<file path="src/hw/ilmst_defines.svh">
`ifndef ILMST_DEFINES_SVH
`define ILMST_DEFINES_SVH

// ----------------------------------------------------------------------------
// Counter moduli and marker
// ----------------------------------------------------------------------------
`define ILMST_MOD_A       5'h1B
`define ILMST_MOD_B       5'h1C
`define ILMST_MARKER      5'h00
`define ILMST_CNT_RESET   5'h00

// ----------------------------------------------------------------------------
// Revolution counts
// ----------------------------------------------------------------------------
// The coincidence period is the product of the two coprime moduli.
`define ILMST_COIN_PERIOD 11'h2F4
`define ILMST_STOP_MIN    11'h2F4
`define ILMST_STOP_MAX    11'h5E8
`define ILMST_REV_SAT     11'h7FF

`endif

</file>
<file path="src/hw/ilmst_pkg.sv">
package ilmst_pkg;

   typedef logic [4:0]  ilmst_cnt_t;
   typedef logic [10:0] ilmst_rev_t;

   typedef enum logic [1:0]
   {
      ILMST_HELD    = 2'h0,
      ILMST_ARMED   = 2'h1,
      ILMST_STOPPED = 2'h3
   } ilmst_state_t;

endpackage

</file>
<file path="src/hw/ilmst_mod_ctr.sv">
`timescale 1ns/1ps
`include "ilmst_defines.svh"

module ilmst_mod_ctr
#(
   parameter ilmst_pkg::ilmst_cnt_t MODULUS = `ILMST_MOD_A
)
(
   input  wire logic                  clk,
   input  wire logic                  reset_n,
   input  wire logic                  step,
   output ilmst_pkg::ilmst_cnt_t      count,
   output logic                       at_marker
);
   import ilmst_pkg::*;

   always_ff @(posedge clk or negedge reset_n)
   begin
      if (!reset_n)
      begin
         count <= `ILMST_CNT_RESET;
      end
      else if (step)
      begin
         if (count == MODULUS - 5'h01)
         begin
            count <= `ILMST_CNT_RESET;
         end
         else
         begin
            count <= count + 5'h01;
         end
      end
   end

   assign at_marker = (count == `ILMST_MARKER);

endmodule

</file>
<file path="src/hw/ilmst_timer.sv">
`timescale 1ns/1ps
`include "ilmst_defines.svh"

module ilmst_timer
(
   input  wire logic REF_CLK,
   input  wire logic RESET_N,
   input  wire logic SHAFT_REV,
   input  wire logic LINE_SIG,
   input  wire logic TIMER_DISABLE,
   output logic      MOTOR_STOP,
   output logic      STOP_ARMED
);
   import ilmst_pkg::*;

   // -------------------------------------------------------------------------
   // Pin synchronisers
   // -------------------------------------------------------------------------
   logic [2:0]     pin_in;
   logic [2:0]     sync_a;
   logic [2:0]     sync_b;
   logic [2:0]     sync_c;
   logic           rev_evt;
   logic           line_evt;
   logic           disabled;
   logic           step;
   ilmst_cnt_t     cnt [2];
   logic [1:0]     marker;
   logic           coincident;
   logic           coin_q;
   logic           coin_evt;
   ilmst_state_t   state;
   ilmst_state_t   next_state;
   ilmst_rev_t     revs_since_coin;
   ilmst_rev_t     revs_since_line;

   assign pin_in = {TIMER_DISABLE, LINE_SIG, SHAFT_REV};

   genvar g;
   generate
      for (g = 0; g < 3; g++)
      begin : g_sync
         always_ff @(posedge REF_CLK or negedge RESET_N)
         begin
            if (!RESET_N)
            begin
               sync_a[g] <= 1'b0;
               sync_b[g] <= 1'b0;
               sync_c[g] <= 1'b0;
            end
            else
            begin
               sync_a[g] <= pin_in[g];
               sync_b[g] <= sync_a[g];
               sync_c[g] <= sync_b[g];
            end
         end
      end
   endgenerate

   assign rev_evt  = sync_b[0] & ~sync_c[0];
   assign line_evt = sync_b[1] & ~sync_c[1];
   assign disabled = sync_b[2];
   // Gating the step rather than the latch keeps the counters parked, as a
   // disengaged pawl would, instead of merely hiding the pulse.
   assign step     = rev_evt & ~disabled;

   // -------------------------------------------------------------------------
   // Modulo counters
   // -------------------------------------------------------------------------
   generate
      for (g = 0; g < 2; g++)
      begin : g_ctr
         ilmst_mod_ctr
         #(
            .MODULUS ((g == 0) ? `ILMST_MOD_A : `ILMST_MOD_B)
         )
         u_ctr
         (
            .clk       (REF_CLK),
            .reset_n   (RESET_N),
            .step      (step),
            .count     (cnt[g]),
            .at_marker (marker[g])
         );
      end
   endgenerate

   // The markers stay aligned until the next step, a whole revolution.
   assign coincident = &marker;

   always_ff @(posedge REF_CLK or negedge RESET_N)
   begin
      if (!RESET_N)
      begin
         coin_q <= 1'b1;
      end
      else
      begin
         coin_q <= coincident;
      end
   end

   assign coin_evt = coincident & ~coin_q;

   // -------------------------------------------------------------------------
   // Hold latch
   // -------------------------------------------------------------------------
   always_comb
   begin
      next_state = state;
      unique case (state)
         ILMST_HELD:
         begin
            if (coin_evt && !line_evt)
            begin
               next_state = ILMST_ARMED;
            end
         end
         ILMST_ARMED:
         begin
            if (line_evt)
            begin
               next_state = ILMST_HELD;
            end
            else if (coin_evt)
            begin
               next_state = ILMST_STOPPED;
            end
         end
         ILMST_STOPPED:
         begin
            // The motor control brings the motor back; line activity then
            // starts a fresh measurement.
            if (line_evt)
            begin
               next_state = ILMST_HELD;
            end
         end
         default:
         begin
            next_state = ILMST_HELD;
         end
      endcase
   end

   always_ff @(posedge REF_CLK or negedge RESET_N)
   begin
      if (!RESET_N)
      begin
         state <= ILMST_HELD;
      end
      else
      begin
         state <= next_state;
      end
   end

   always_ff @(posedge REF_CLK or negedge RESET_N)
   begin
      if (!RESET_N)
      begin
         MOTOR_STOP <= 1'b0;
         STOP_ARMED <= 1'b0;
      end
      else
      begin
         MOTOR_STOP <= (state == ILMST_ARMED) && coin_evt && !line_evt;
         STOP_ARMED <= (next_state == ILMST_ARMED);
      end
   end

   // -------------------------------------------------------------------------
   // Checks
   // -------------------------------------------------------------------------
   always_ff @(posedge REF_CLK or negedge RESET_N)
   begin
      if (!RESET_N)
      begin
         revs_since_coin <= 11'h000;
         revs_since_line <= 11'h000;
      end
      else
      begin
         if (coin_evt)
         begin
            revs_since_coin <= 11'h000;
         end
         else if (step)
         begin
            revs_since_coin <= revs_since_coin + 11'h001;
         end
         if (line_evt)
         begin
            revs_since_line <= 11'h000;
         end
         else if (step && revs_since_line != `ILMST_REV_SAT)
         begin
            revs_since_line <= revs_since_line + 11'h001;
         end
      end
   end

   property p_wrap_b;
      @(posedge REF_CLK) disable iff (!RESET_N)
      step && cnt[1] == 5'h1B |=> cnt[1] == 5'h00;
   endproperty
   a_wrap_b: assert property (p_wrap_b) else $error("Counter B failed to wrap.");

   property p_step_a;
      @(posedge REF_CLK) disable iff (!RESET_N)
      step && cnt[0] != 5'h1A |=> cnt[0] == $past(cnt[0]) + 5'h01;
   endproperty
   a_step_a: assert property (p_step_a) else $error("Counter A missed a step.");

   property p_arm;
      @(posedge REF_CLK) disable iff (!RESET_N)
      state == ILMST_HELD && coin_evt && !line_evt |=> state == ILMST_ARMED ##0 STOP_ARMED;
   endproperty
   a_arm: assert property (p_arm) else $error("Coincidence did not arm.");

   property p_period;
      @(posedge REF_CLK) disable iff (!RESET_N)
      revs_since_coin <= `ILMST_COIN_PERIOD;
   endproperty
   a_period: assert property (p_period) else $error("Coincidence period exceeded.");

   property p_persist;
      @(posedge REF_CLK) disable iff (!RESET_N)
      coincident && !step |=> coincident;
   endproperty
   a_persist: assert property (p_persist) else $error("Coincidence dropped early.");

   property p_relatch;
      @(posedge REF_CLK) disable iff (!RESET_N)
      state == ILMST_ARMED && line_evt |=> state == ILMST_HELD ##1 !MOTOR_STOP;
   endproperty
   a_relatch: assert property (p_relatch) else $error("No re-latch on line.");

   property p_pulse;
      @(posedge REF_CLK) disable iff (!RESET_N)
      state == ILMST_ARMED && coin_evt && !line_evt |=> MOTOR_STOP ##1 !MOTOR_STOP;
   endproperty
   a_pulse: assert property (p_pulse) else $error("Stop pulse wrong.");

   property p_delay;
      @(posedge REF_CLK) disable iff (!RESET_N)
      MOTOR_STOP |-> revs_since_line >= `ILMST_STOP_MIN && revs_since_line <= `ILMST_STOP_MAX;
   endproperty
   a_delay: assert property (p_delay) else $error("Stop delay out of range.");

   property p_frozen;
      @(posedge REF_CLK) disable iff (!RESET_N)
      disabled |=> cnt[0] == $past(cnt[0]) && cnt[1] == $past(cnt[1]);
   endproperty
   a_frozen: assert property (p_frozen) else $error("Counters moved when off.");

   property p_run_armed;
      @(posedge REF_CLK) disable iff (!RESET_N)
      state == ILMST_ARMED && step |=> cnt[1] != $past(cnt[1]);
   endproperty
   a_run_armed: assert property (p_run_armed) else $error("Armed count halted.");

   c_arm:     cover property (@(posedge REF_CLK) disable iff (!RESET_N) state == ILMST_ARMED);
   c_stop:    cover property (@(posedge REF_CLK) disable iff (!RESET_N) MOTOR_STOP);
   c_relatch: cover property (@(posedge REF_CLK) disable iff (!RESET_N)
                              state == ILMST_ARMED && line_evt);
   c_disable: cover property (@(posedge REF_CLK) disable iff (!RESET_N) disabled && rev_evt);

endmodule

</file>
<file path="config.mk">
export PLATFORM = sky130hd
export DESIGN_NAME = ilmst_timer
export DESIGN_NICKNAME = d
export VERILOG_FILES = /design/src/hw/ilmst_pkg.sv /design/src/hw/ilmst_mod_ctr.sv /design/src/hw/ilmst_timer.sv
export VERILOG_INCLUDE_DIRS = /design/src /design/src/hw
export SDC_FILE = /design/constraint.sdc
export NUM_CORES = 1
export LEC_CHECK = 0
export ABC_AREA = 0
export BUFFER_PORTS_ARGS = -buffer_cell sky130_fd_sc_hd__buf_4
export CORE_MARGIN = 4
export CORE_UTILIZATION = 60
export CTS_BUF_LIST = sky130_fd_sc_hd__clkbuf_8
export CTS_CLUSTER_SIZE = 14
export DETAILED_ROUTE_END_ITERATION = 10
export PLACE_DENSITY_LB_ADDON = 0.25
export SYNTH_ARGS = -nofsm -noshare
export SYNTH_HDL_FRONTEND = slang
export SYNTH_SLANG_ARGS = --single-unit
</file>
<file path="constraint.sdc">
create_clock -name REF_CLK -period 2.2 [get_ports REF_CLK]
set_input_delay 0.11 -clock REF_CLK [delete_from_list [all_inputs] [get_ports REF_CLK]]
set_output_delay 0.11 -clock REF_CLK [all_outputs]
set_load 0.005 [all_outputs]
</file>
==> Word level (Yosys, flattened, before mapping) <==
Index checks and enable logic that the tools add are counted.
{ "totals": {"reg_bits": 23, "latch_bits": 0, "mem_bits_rw": 0, "mem_bits_ro": 0, "in_bits": 5, "output_inout_bits": 2, "wordCells": 44, "mem_count": 0} }
{ "op_classes": {"n_addsub": 2, "mul": 0, "div": 0, "magnitude_cmp": 0, "n_eq_ne": 5, "n_shift": 0, "n_mux": 7, "bitwise": 8, "n_reduce_logical": 8} }
{ "op_table": {"columns": ["cell", "count"], "rows": [
  ["$add A5 B1 Y5 const B", 2],
  ["$eq A5 B5 Y1 const B", 2],
  ["$logic_not A5 Y1", 2],
  ["$mux W5", 2],
  ["$mux W2", 4],
  ["$pmux W2 S3", 1],
  ["$and A1 B1 Y1", 4],
  ["$eq A2 B1 Y1 const B", 2],
  ["$not A1 Y1", 4],
  ["$logic_and A1 B1 Y1", 3],
  ["$eq A2 B2 Y1 const B", 1],
  ["$logic_not A2 Y1", 1],
  ["$reduce_and A2 Y1", 1],
  ["$logic_not A1 Y1", 1]
]} }

==> Logic depth before layout (Yosys ltp) <==
Gate-level depths: netlist of run 1.
{ "depth": {"depth_word": 7, "depth_mapped": 5, "ltp_nobuf": 5} }

==> Modules after synthesis <==
A second synthesis of run 1 with hierarchy kept.
{ "hier_totals": {"hier_cells": 82, "area_unflattened_um2": 987.2} }
{ "by_module_without_submodules": {"columns": ["module", "n_inst", "cells_per_inst", "area_per_inst_um2", "seq_area_each_um2"], "rows": [
  ["ilmst_timer", 1, 25, 411.6, 326.6],
  ["ilmst_mod_ctr (g_ctr[0].u_ctr)", 1, 30, 300.3, 125.1],
  ["ilmst_mod_ctr (g_ctr[1].u_ctr)", 1, 27, 275.3, 125.1]
]} }

==> Worst setup path after synthesis of run 1 <==
Ideal clock, no wire load.
{ "synth_path": {"kind": "flip-flop to flip-flop", "startpoint": "reg g_ctr[0].u_ctr.count[0]", "endpoint": "reg STOP_ARMED", "setup_ns": 0.079, "arrival_ns": 1.451, "required_time_ns": 2.121, "path_slack_ns": 0.670, "path_stages_with_launch": 6, "n_path_buf": 0, "period_less_slack_ns": 1.530, "cell_sequence": "dfrtp_1 > inv_1 > ha_1 > or4b_1 > nor3_2 > mux2i_1"} }
{ "synth_between": {"elab_chain_len": 7, "word_cells_on_any_way": 9, "classes_between": "eq/ne: 1; mux: 4; bitwise: 1; reduce/logical: 3"} }
{ "synth_rtl": {"columns": ["element", "line", "source"], "rows": [
  ["start, declared", "ilmst_mod_ctr.sv:12", "output ilmst_pkg::ilmst_cnt_t count,"],
  ["start signal, assigned", "ilmst_mod_ctr.sv:21", "count <= `ILMST_CNT_RESET;"],
  ["start signal, assigned", "ilmst_mod_ctr.sv:27", "count <= `ILMST_CNT_RESET;"],
  ["start signal, assigned", "ilmst_mod_ctr.sv:31", "count <= count + 5'h01;"],
  ["$logic_not A5 Y1 (no line) (*)", null, null],
  ["$reduce_and A2 Y1 (*)", "ilmst_timer.sv:90", "assign coincident = &marker;"],
  ["$and A1 B1 Y1 (*)", "ilmst_timer.sv:104", "assign coin_evt = coincident & ~coin_q;"],
  ["$mux W2 or $logic_and A1 B1 Y1 (tied branches)", "ilmst_timer.sv:126, ilmst_timer.sv:115", null],
  ["$mux W2 (on tied branches)", "ilmst_timer.sv:122, ilmst_timer.sv:115", null],
  ["$pmux W2 S3 (*)", "ilmst_timer.sv:112", "unique case (state)"],
  ["$eq A2 B1 Y1 (*)", "ilmst_timer.sv:169", "STOP_ARMED <= (next_state == ILMST_ARMED);"],
  ["end signal, assigned", "ilmst_timer.sv:169", null],
  ["end, declared", "ilmst_timer.sv:12", "output logic STOP_ARMED"]
]} }
Every way passes the cells marked *; elsewhere a longest branch is shown, timed or not.
A chain may end at the register's enable or synchronous reset.

==> Worst setup path in the final report of run 1 <==
Same ends and word-level chain as after synthesis.

==> impl_metrics.prom, run 1 <==
# TYPE chip_impl_metric gauge
chip_impl_metric{name="critical_path_required",unit="ps"} 2390
chip_impl_metric{name="dp_slack",unit="ps"} 491
chip_impl_metric{name="final_max_slew_viol_count",unit=""} 0
chip_impl_metric{name="io-pin-count",unit=""} 7
chip_impl_metric{name="fp-row-count",unit=""} 14
chip_impl_metric{name="setup_total_negative_slack",unit="ps"} 0
chip_impl_metric{name="cts_sinks",unit=""} 23
chip_impl_metric{name="track_usage",unit="%"} 16.6
chip_impl_metric{name="final_core_util",unit="%"} 74.5
chip_impl_metric{name="first_global_vias",unit=""} 654
chip_impl_metric{name="reg2reg_setup_slack",unit="ps"} 510
chip_impl_metric{name="grt_overflow_total",unit=""} 0
chip_impl_metric{name="power.leakage",unit="nW"} 0.521
chip_impl_metric{name="drive_above_1_share",unit="%"} 18.3
chip_impl_metric{name="worst-endpoint-arrival",unit="ps"} 1880
chip_impl_metric{name="final_net_count",unit=""} 104
chip_impl_info{name="worst_r2r_endpoint",value="STOP_ARMED$_DFF_PN0_"} 1
chip_impl_metric{name="synth-seq-cells",unit=""} 23
chip_impl_metric{name="area_growth",unit="%"} 15.8
chip_impl_metric{name="dp_hpwl",unit="µm"} 1080
chip_impl_metric{name="netSwitchingPower",unit="mW"} 0.362
chip_impl_metric{name="final_critical_path_setup_slack",unit="ps"} 509
chip_impl_metric{name="postRouteAntennaNets",unit=""} 0
chip_impl_info{name="status",value="finished, final reports clean"} 1
chip_impl_info{name="worst_r2r_startpoint",value="g_ctr[0].u_ctr.count[0]$_DFFE_PN0P_"} 1
chip_impl_metric{name="share_of_power_burned_in_combinational_logic",unit="%"} 22.9
chip_impl_metric{name="synth_cells",unit=""} 79
chip_impl_metric{name="number_of_enable_type_register_cells_in_the_synthesized_netlist",unit=""} 0
chip_impl_metric{name="antenna_found_initial",unit=""} 0
chip_impl_metric{name="grt_first_pass_wirelength",unit="µm"} 2980
chip_impl_metric{name="floorplan.core_area",unit="µm²"} 1520
chip_impl_metric{name="ff2ff_path_depth",unit=""} 5
chip_impl_metric{name="initial_core_util",unit="%"} 64.4
chip_impl_info{name="ys.flop_type",value="dfrtp_1"} 1
chip_impl_metric{name="clock_slew_at_the_register_clock_pins_of_the_worst_setup_and_hold_paths",unit="ps"} 80
chip_impl_metric{name="power.sequential.fraction",unit="%"} 54.5
chip_impl_metric{name="die_h",unit="µm"} 48.4
chip_impl_metric{name="die-width",unit="µm"} 48.4
chip_impl_metric{name="port_buffers",unit=""} 6
chip_impl_metric{name="hold_violations",unit=""} 0
chip_impl_metric{name="synth.yosys.seq_area_share",unit="%"} 58.8
chip_impl_metric{name="vias",unit=""} 657
chip_impl_info{name="start_point_of_the_critical_path",value="g_ctr[0].u_ctr.count[0]$_DFFE_PN0P_"} 1
chip_impl_metric{name="intPower",unit="mW"} 0.785
chip_impl_metric{name="max_freq",unit="GHz"} 0.591
chip_impl_metric{name="grt_max_degree",unit=""} 24
chip_impl_metric{name="netlist-cell-type-count",unit=""} 31
chip_impl_info{name="holdCritPathClass",value="input port to asynchronous set/reset pin"} 1
chip_impl_info{name="cts_root_buf",value="clkbuf_8"} 1
chip_impl_metric{name="tightestPinTransition",unit="ps"} 278
chip_impl_metric{name="sw_frac_of_total",unit="%"} 31.6
chip_impl_metric{name="ys.warnings.count",unit=""} 0
chip_impl_metric{name="routed_via_density",unit=""} 6.03
chip_impl_metric{name="irDropWorstVdd",unit="µV"} 610
chip_impl_info{name="grt_setup_unrepaired",value="false"} 1
chip_impl_metric{name="htree_num_levels",unit=""} 1
chip_impl_metric{name="fin_total_pwr",unit="mW"} 1.15
chip_impl_info{name="timing.critical_path.from_type",value="flip-flop"} 1
chip_impl_metric{name="clock_tree.buffer_depth",unit=""} 2
chip_impl_metric{name="n_antenna_cell",unit=""} 0
chip_impl_metric{name="route.final.wire_length",unit="µm"} 1610
chip_impl_metric{name="final.setup_skew",unit="ps"} 5.27
chip_impl_metric{name="synth.cell_area",unit="µm²"} 981
chip_impl_metric{name="cp_max_fo",unit=""} 4
chip_impl_info{name="tritoncts_clock_tree",value="done"} 1
chip_impl_metric{name="period_share",unit="%"} 76.9
chip_impl_metric{name="drt-wirelength-per-cell",unit="µm"} 14.8
chip_impl_metric{name="remaining_drc_errors",unit=""} 0
chip_impl_metric{name="final_period_minus_worst_setup_slack",unit="ps"} 1690
chip_impl_info{name="worst_setup_path_end_kind",value="flip-flop"} 1
chip_impl_metric{name="slew_headroom",unit="%"} 81.5
chip_impl_metric{name="power-per-cell-area",unit="nW/µm²"} 1010
chip_impl_metric{name="place_inst",unit=""} 101
chip_impl_metric{name="drt_iter0_drc",unit=""} 5
chip_impl_metric{name="syn_area_per_cell",unit="µm²"} 12.4
chip_impl_metric{name="detail_route.first_pass.iterations",unit=""} 4
chip_impl_metric{name="asyncSetResetFlopFracSynth",unit="%"} 100
chip_impl_metric{name="max_cap_viols",unit=""} 0
chip_impl_metric{name="cts_made_buffers",unit=""} 3
chip_impl_metric{name="pwr-share-clk",unit="%"} 22.6
chip_impl_metric{name="worst_skew_pair.late_latency",unit="ps"} 270
chip_impl_metric{name="post_layout_nonfiller_instances",unit=""} 109
chip_impl_metric{name="postSynthNetCount",unit=""} 89
chip_impl_info{name="crit_path_end",value="STOP_ARMED$_DFF_PN0_"} 1
chip_impl_metric{name="final_weighted_congestion_in_routability_driven_placement",unit=""} 0.773
chip_impl_metric{name="design.die.area",unit="µm²"} 2350
chip_impl_metric{name="setup-violations-final",unit=""} 0
chip_impl_info{name="criticalPathCategory",value="flip-flop to flip-flop"} 1
## Yosys cell counts (2+ instances only)
| master | instances | area (µm²) |
|---|---|---|
| or3b_1 | 2 | 17.5 |
| inv_1 | 5 | 18.8 |
| o21ai_0 | 7 | 35.0 |
| nand3_1 | 4 | 20.0 |
| a32o_1 | 2 | 20.0 |
| dfrtp_1 | 22 | 551 |
| mux2_2 | 2 | 22.5 |
| ha_1 | 5 | 62.6 |
| nor2b_1 | 2 | 12.5 |
| nand3b_1 | 2 | 15.0 |
| nand2_1 | 5 | 18.8 |
| a31oi_1 | 2 | 12.5 |
## routing by layer
layer | track usage, % | vias to the layer above | wire length, µm | share of wire (%)
met3 | 4.29 | 5 | 65 | 4.0
met1 | 19.8 | 327 | 680 | 42
met4 | 9.68 | 0 | 48 | 3.0
met5 | 0 | - | 0 | 0
li1 | - | 316 | - | -
met2 | 26.7 | 9 | 821 | 51
## worst min path at each step
stage	from	to	slack, ps	cells after the start
final	RESET_N	state[0]$_DFF_PN0_	260	2
after global routing	RESET_N	sync_a[1]$_DFF_PN0_	310	2
after CTS	RESET_N	sync_b[1]$_DFF_PN0_	270	2
after detailed placement	RESET_N	sync_b[1]$_DFF_PN0_	10	1
after global placement	RESET_N	sync_b[1]$_DFF_PN0_	10	1
after floorplan	RESET_N	MOTOR_STOP$_DFF_PN0_	-190	0
## state kept, by name, indices dropped and copies added, names as in the netlist
signal,count
STOP_ARMED,1
g_ctr.u_ctr.count,10
disabled,1
sync_c,2
sync_b,2
MOTOR_STOP,1
coin_q,1
sync_a,3
state,2
## per-stage QoR
stage                     cell area (µm²)  hold slack (ps)
after global routing                 1140              308
after global placement               1050             9.90
after floorplan                       981             -186
after detailed placement             1050             13.3
after CTS                            1140              272
final                                1140              262
## area by class of cell
class | count | area (µm²)
inverter | 5 | 18.8
clock buffer | 3 | 41.3
fill | 106 | 388
multi-input combinational | 50 | 382
sequential | 23 | 577
tap | 16 | 20.0
clock inverter | 1 | 5.00
timing repair buffer | 11 | 92.6
## cells by family (layout without fill, tap and decap cells)
family | count (synthesis) | after routing | share of synthesized area [%]
AO/OA/AOI/OAI | 17 | 17 | 12.0
adder cells (fa/ha/maj) | 5 | 5 | 6.38
buffers and inverters | 6 | 20 | 2.30
flip-flops | 23 | 23 | 58.8
multiplexers | 3 | 3 | 3.32
AND/OR/NAND/NOR | 25 | 25 | 17.2
## worst max-delay path, stage by stage, from the launching register on
cell and delay (ps):
dfrtp_1 400, inv_1 120, ha_1 160, or4b_1 510, nor3_2 210, mux2i_1 220
## what timing repair did
item,4_1_cts,5_1_grt
endpoints found under the hold margin,26,0
resized for setup,0,0
setup buffers,0,0
hold buffers,4,0
## cell usage in the layout, fill, tap and decap left out, drive strengths merged, types with 2 or more instances in the layout
cell type | Yosys | final
a31oi | 2 | 2
a32o | 2 | 2
buf | 0 | 7
clkbuf | 1 | 3
dfrtp | 22 | 22
dlygate4sd3 | 0 | 4
ha | 5 | 5
inv | 5 | 5
mux2 | 2 | 2
nand2 | 5 | 5
nand3 | 4 | 4
nand3b | 2 | 2
nor2b | 2 | 2
o21ai | 7 | 7
or3b | 2 | 2
or4b | 2 | 2
## power by group through the flow
stage / registers [mW] / clock network [mW] / logic (mW)
2_1_floorplan: 0.607 / 0 / 0.203
3_3_place_gp: 0.627 / 0 / 0.251
5_1_grt: 0.645 / 0.290 / 0.309
4_1_cts: 0.624 / 0.261 / 0.270
6_report: 0.625 / 0.259 / 0.263
3_5_place_dp: 0.632 / 0 / 0.264
Power figures use the tool's default switching activity.
==> run 2, diff against run 1 <==
clock period = 1.75 ns   (was 2.2 ns; I/O delays follow)
==> impl_metrics.prom, run 2 (synthesis results as in run 1) <==
# TYPE chip_impl_metric gauge
chip_impl_metric{name="clock_slew_at_the_register_clock_pins_of_the_worst_setup_and_hold_paths",unit="ps"} 80
chip_impl_metric{name="critical_path_required",unit="ps"} 1950
chip_impl_metric{name="reg2reg_setup_slack",unit="ps"} 100
chip_impl_info{name="worst_r2r_startpoint",value="g_ctr[1].u_ctr.count[1]$_DFFE_PN0P_"} 1
chip_impl_metric{name="hold_violations",unit=""} 0
chip_impl_metric{name="worst_skew_pair.late_latency",unit="ps"} 260
chip_impl_metric{name="postRouteAntennaNets",unit=""} 0
chip_impl_info{name="reg.largest.list",value="g_ctr.u_ctr.count (10), sync_a (3)"} 1
chip_impl_metric{name="grt_first_pass_wirelength",unit="µm"} 2940
chip_impl_metric{name="design.die.area",unit="µm²"} 2350
chip_impl_info{name="start_point_of_the_critical_path",value="g_ctr[1].u_ctr.count[1]$_DFFE_PN0P_"} 1
chip_impl_metric{name="floorplan.core_area",unit="µm²"} 1520
chip_impl_info{name="worst_r2r_endpoint",value="MOTOR_STOP$_DFF_PN0_"} 1
chip_impl_metric{name="drt-wirelength-per-cell",unit="µm"} 15.2
chip_impl_info{name="worst_setup_path_end_kind",value="flip-flop"} 1
chip_impl_metric{name="critical_path_max_stage_delay",unit="ps"} 490
chip_impl_metric{name="cts_sinks",unit=""} 23
chip_impl_metric{name="antenna_found_initial",unit=""} 0
chip_impl_metric{name="power.leakage",unit="nW"} 0.524
chip_impl_info{name="crit_chain",value="inv_1, ha_1, or4b_4, nor4_2, and3_1"} 1
chip_impl_metric{name="track_usage",unit="%"} 16.0
chip_impl_metric{name="final.setup_skew",unit="ps"} 3.53
chip_impl_metric{name="period_share",unit="%"} 94.1
chip_impl_metric{name="cts_made_buffers",unit=""} 3
chip_impl_info{name="cts_root_buf",value="clkbuf_8"} 1
chip_impl_metric{name="setup-violations-final",unit=""} 0
chip_impl_metric{name="multi_input_comb_area",unit="µm²"} 392
chip_impl_metric{name="area_growth",unit="%"} 17.9
chip_impl_info{name="regMostFlops",value="g_ctr.u_ctr.count"} 1
chip_impl_metric{name="fp-row-count",unit=""} 14
chip_impl_metric{name="n_fill_cell",unit=""} 94
chip_impl_info{name="grt_setup_unrepaired",value="false"} 1
chip_impl_metric{name="dp_hpwl",unit="µm"} 1250
chip_impl_info{name="holdCritPathClass",value="input port to asynchronous set/reset pin"} 1
chip_impl_metric{name="worst-endpoint-arrival",unit="ps"} 1850
chip_impl_metric{name="vias",unit=""} 665
chip_impl_metric{name="tightestPinTransition",unit="ps"} 277
chip_impl_info{name="slowest_stage",value="or4b_4"} 1
chip_impl_metric{name="max_freq",unit="GHz"} 0.608
chip_impl_metric{name="cp_max_fo",unit=""} 4
chip_impl_metric{name="slew_headroom",unit="%"} 81.5
chip_impl_metric{name="io-pin-count",unit=""} 7
chip_impl_metric{name="first_global_vias",unit=""} 715
chip_impl_metric{name="route.final.wire_length",unit="µm"} 1670
chip_impl_metric{name="grt_max_degree",unit=""} 24
chip_impl_metric{name="die_h",unit="µm"} 48.4
chip_impl_metric{name="port_buffers",unit=""} 6
chip_impl_metric{name="routed_via_density",unit=""} 6.05
chip_impl_metric{name="largest_register_ffs",unit=""} 10
chip_impl_metric{name="htree_num_levels",unit=""} 1
chip_impl_info{name="criticalPathCategory",value="flip-flop to flip-flop"} 1
chip_impl_metric{name="detail_route.first_pass.iterations",unit=""} 4
chip_impl_metric{name="n_antenna_cell",unit=""} 0
chip_impl_metric{name="cts_post_setup_buffers_inserted",unit=""} 0
chip_impl_metric{name="ff2ff_path_depth",unit=""} 5
chip_impl_metric{name="irDropWorstVdd",unit="µV"} 863
chip_impl_metric{name="setup_total_negative_slack",unit="ps"} 0
chip_impl_info{name="status",value="finished, final reports clean"} 1
chip_impl_info{name="timing.critical_path.from_type",value="flip-flop"} 1
chip_impl_info{name="layout.cells.most_common",value="dfrtp_1"} 1
chip_impl_metric{name="post_layout_nonfiller_instances",unit=""} 110
chip_impl_info{name="commonest_cells_after_routing_fill_and_taps_aside",value="22 x dfrtp_1, 8 x buf_4, 7 x o21ai_0"} 1
chip_impl_metric{name="remaining_drc_errors",unit=""} 0
chip_impl_metric{name="ff_latch_area",unit="µm²"} 577
chip_impl_metric{name="max_cap_viols",unit=""} 0
chip_impl_metric{name="hold_ws",unit="ps"} 246
chip_impl_metric{name="initial_core_util",unit="%"} 64.4
chip_impl_metric{name="power-per-cell-area",unit="nW/µm²"} 1300
chip_impl_metric{name="drt_iter0_drc",unit=""} 13
chip_impl_metric{name="drive_above_1_share",unit="%"} 20.2
chip_impl_metric{name="place_inst",unit=""} 102
chip_impl_metric{name="final_weighted_congestion_in_routability_driven_placement",unit=""} 0.775
chip_impl_metric{name="final_period_minus_worst_setup_slack",unit="ps"} 1650
chip_impl_metric{name="die-width",unit="µm"} 48.4
chip_impl_metric{name="clock_tree.buffer_depth",unit=""} 2
chip_impl_metric{name="final_max_slew_viol_count",unit=""} 0
chip_impl_metric{name="grt_overflow_total",unit=""} 0
chip_impl_info{name="tritoncts_clock_tree",value="done"} 1
chip_impl_metric{name="final_net_count",unit=""} 105
[run 2: how the worst max path moves through the flow]
stage / endpoint / cells after the start
2_1_floorplan: STOP_ARMED$_DFF_PN0_ / 5
3_3_place_gp: STOP_ARMED$_DFF_PN0_ / 5
3_5_place_dp: STOP_ARMED$_DFF_PN0_ / 5
4_1_cts: STOP_ARMED$_DFF_PN0_ / 5
5_1_grt: MOTOR_STOP$_DFF_PN0_ / 5
6_report: MOTOR_STOP$_DFF_PN0_ / 5
[run 2: stage by stage]
step | cell area (µm²) | total power, mW | setup slack [ps] | utilization, %
2_1_floorplan | 981 | 1.02 | 220 | -
3_3_place_gp | 1060 | 1.11 | 114 | 69.4
3_5_place_dp | 1060 | 1.15 | 53.4 | 69.4
4_1_cts | 1150 | 1.49 | 39.7 | 75.2
5_1_grt | 1160 | 1.61 | 42.6 | 75.9
6_report | 1160 | 1.50 | 104 | 75.9
[run 2: worst max-delay path, delay by kind of cell (launching register included)]
family,cells,cell delay [ps]
adders and majority gates,1,130
buffers and inverters,1,90
DFF,1,420
and+or+nand+nor,3,950
[run 2: timing repair]
item / 4_1_cts / 5_1_grt
resized for setup: 0 / 2
setup endpoints to repair: 0 / 3
hold endpoints to repair: 26 / 0
hold buffers: 4 / 0
[run 2: where the power goes]
group          internal, mW  switching [mW]
Sequential            0.651           0.141
Clock                 0.161           0.160
Combinational         0.201           0.186
Total                  1.01           0.486
[run 2: layout make-up]
| cell class | count | area share (%) |
|---|---|---|
| Sequential cell | 23 | 49.9 |
| Multi-Input combinational cell | 50 | 33.9 |
| Timing Repair Buffer | 12 | 8.66 |
| Clock buffer | 3 | 3.57 |
| Tap cell | 16 | 1.73 |
| Inverter | 5 | 1.62 |
| Clock inverter | 1 | 0.649 |
[run 2: metal layers]
layer | GRT usage [%] | routed length, µm | part of all wire [%]
met1 | 17.2 | 661 | 40
met2 | 28.0 | 914 | 55
met3 | 3.37 | 62 | 3.7
met4 | 9.68 | 29 | 1.7
met5 | 0 | 0 | 0
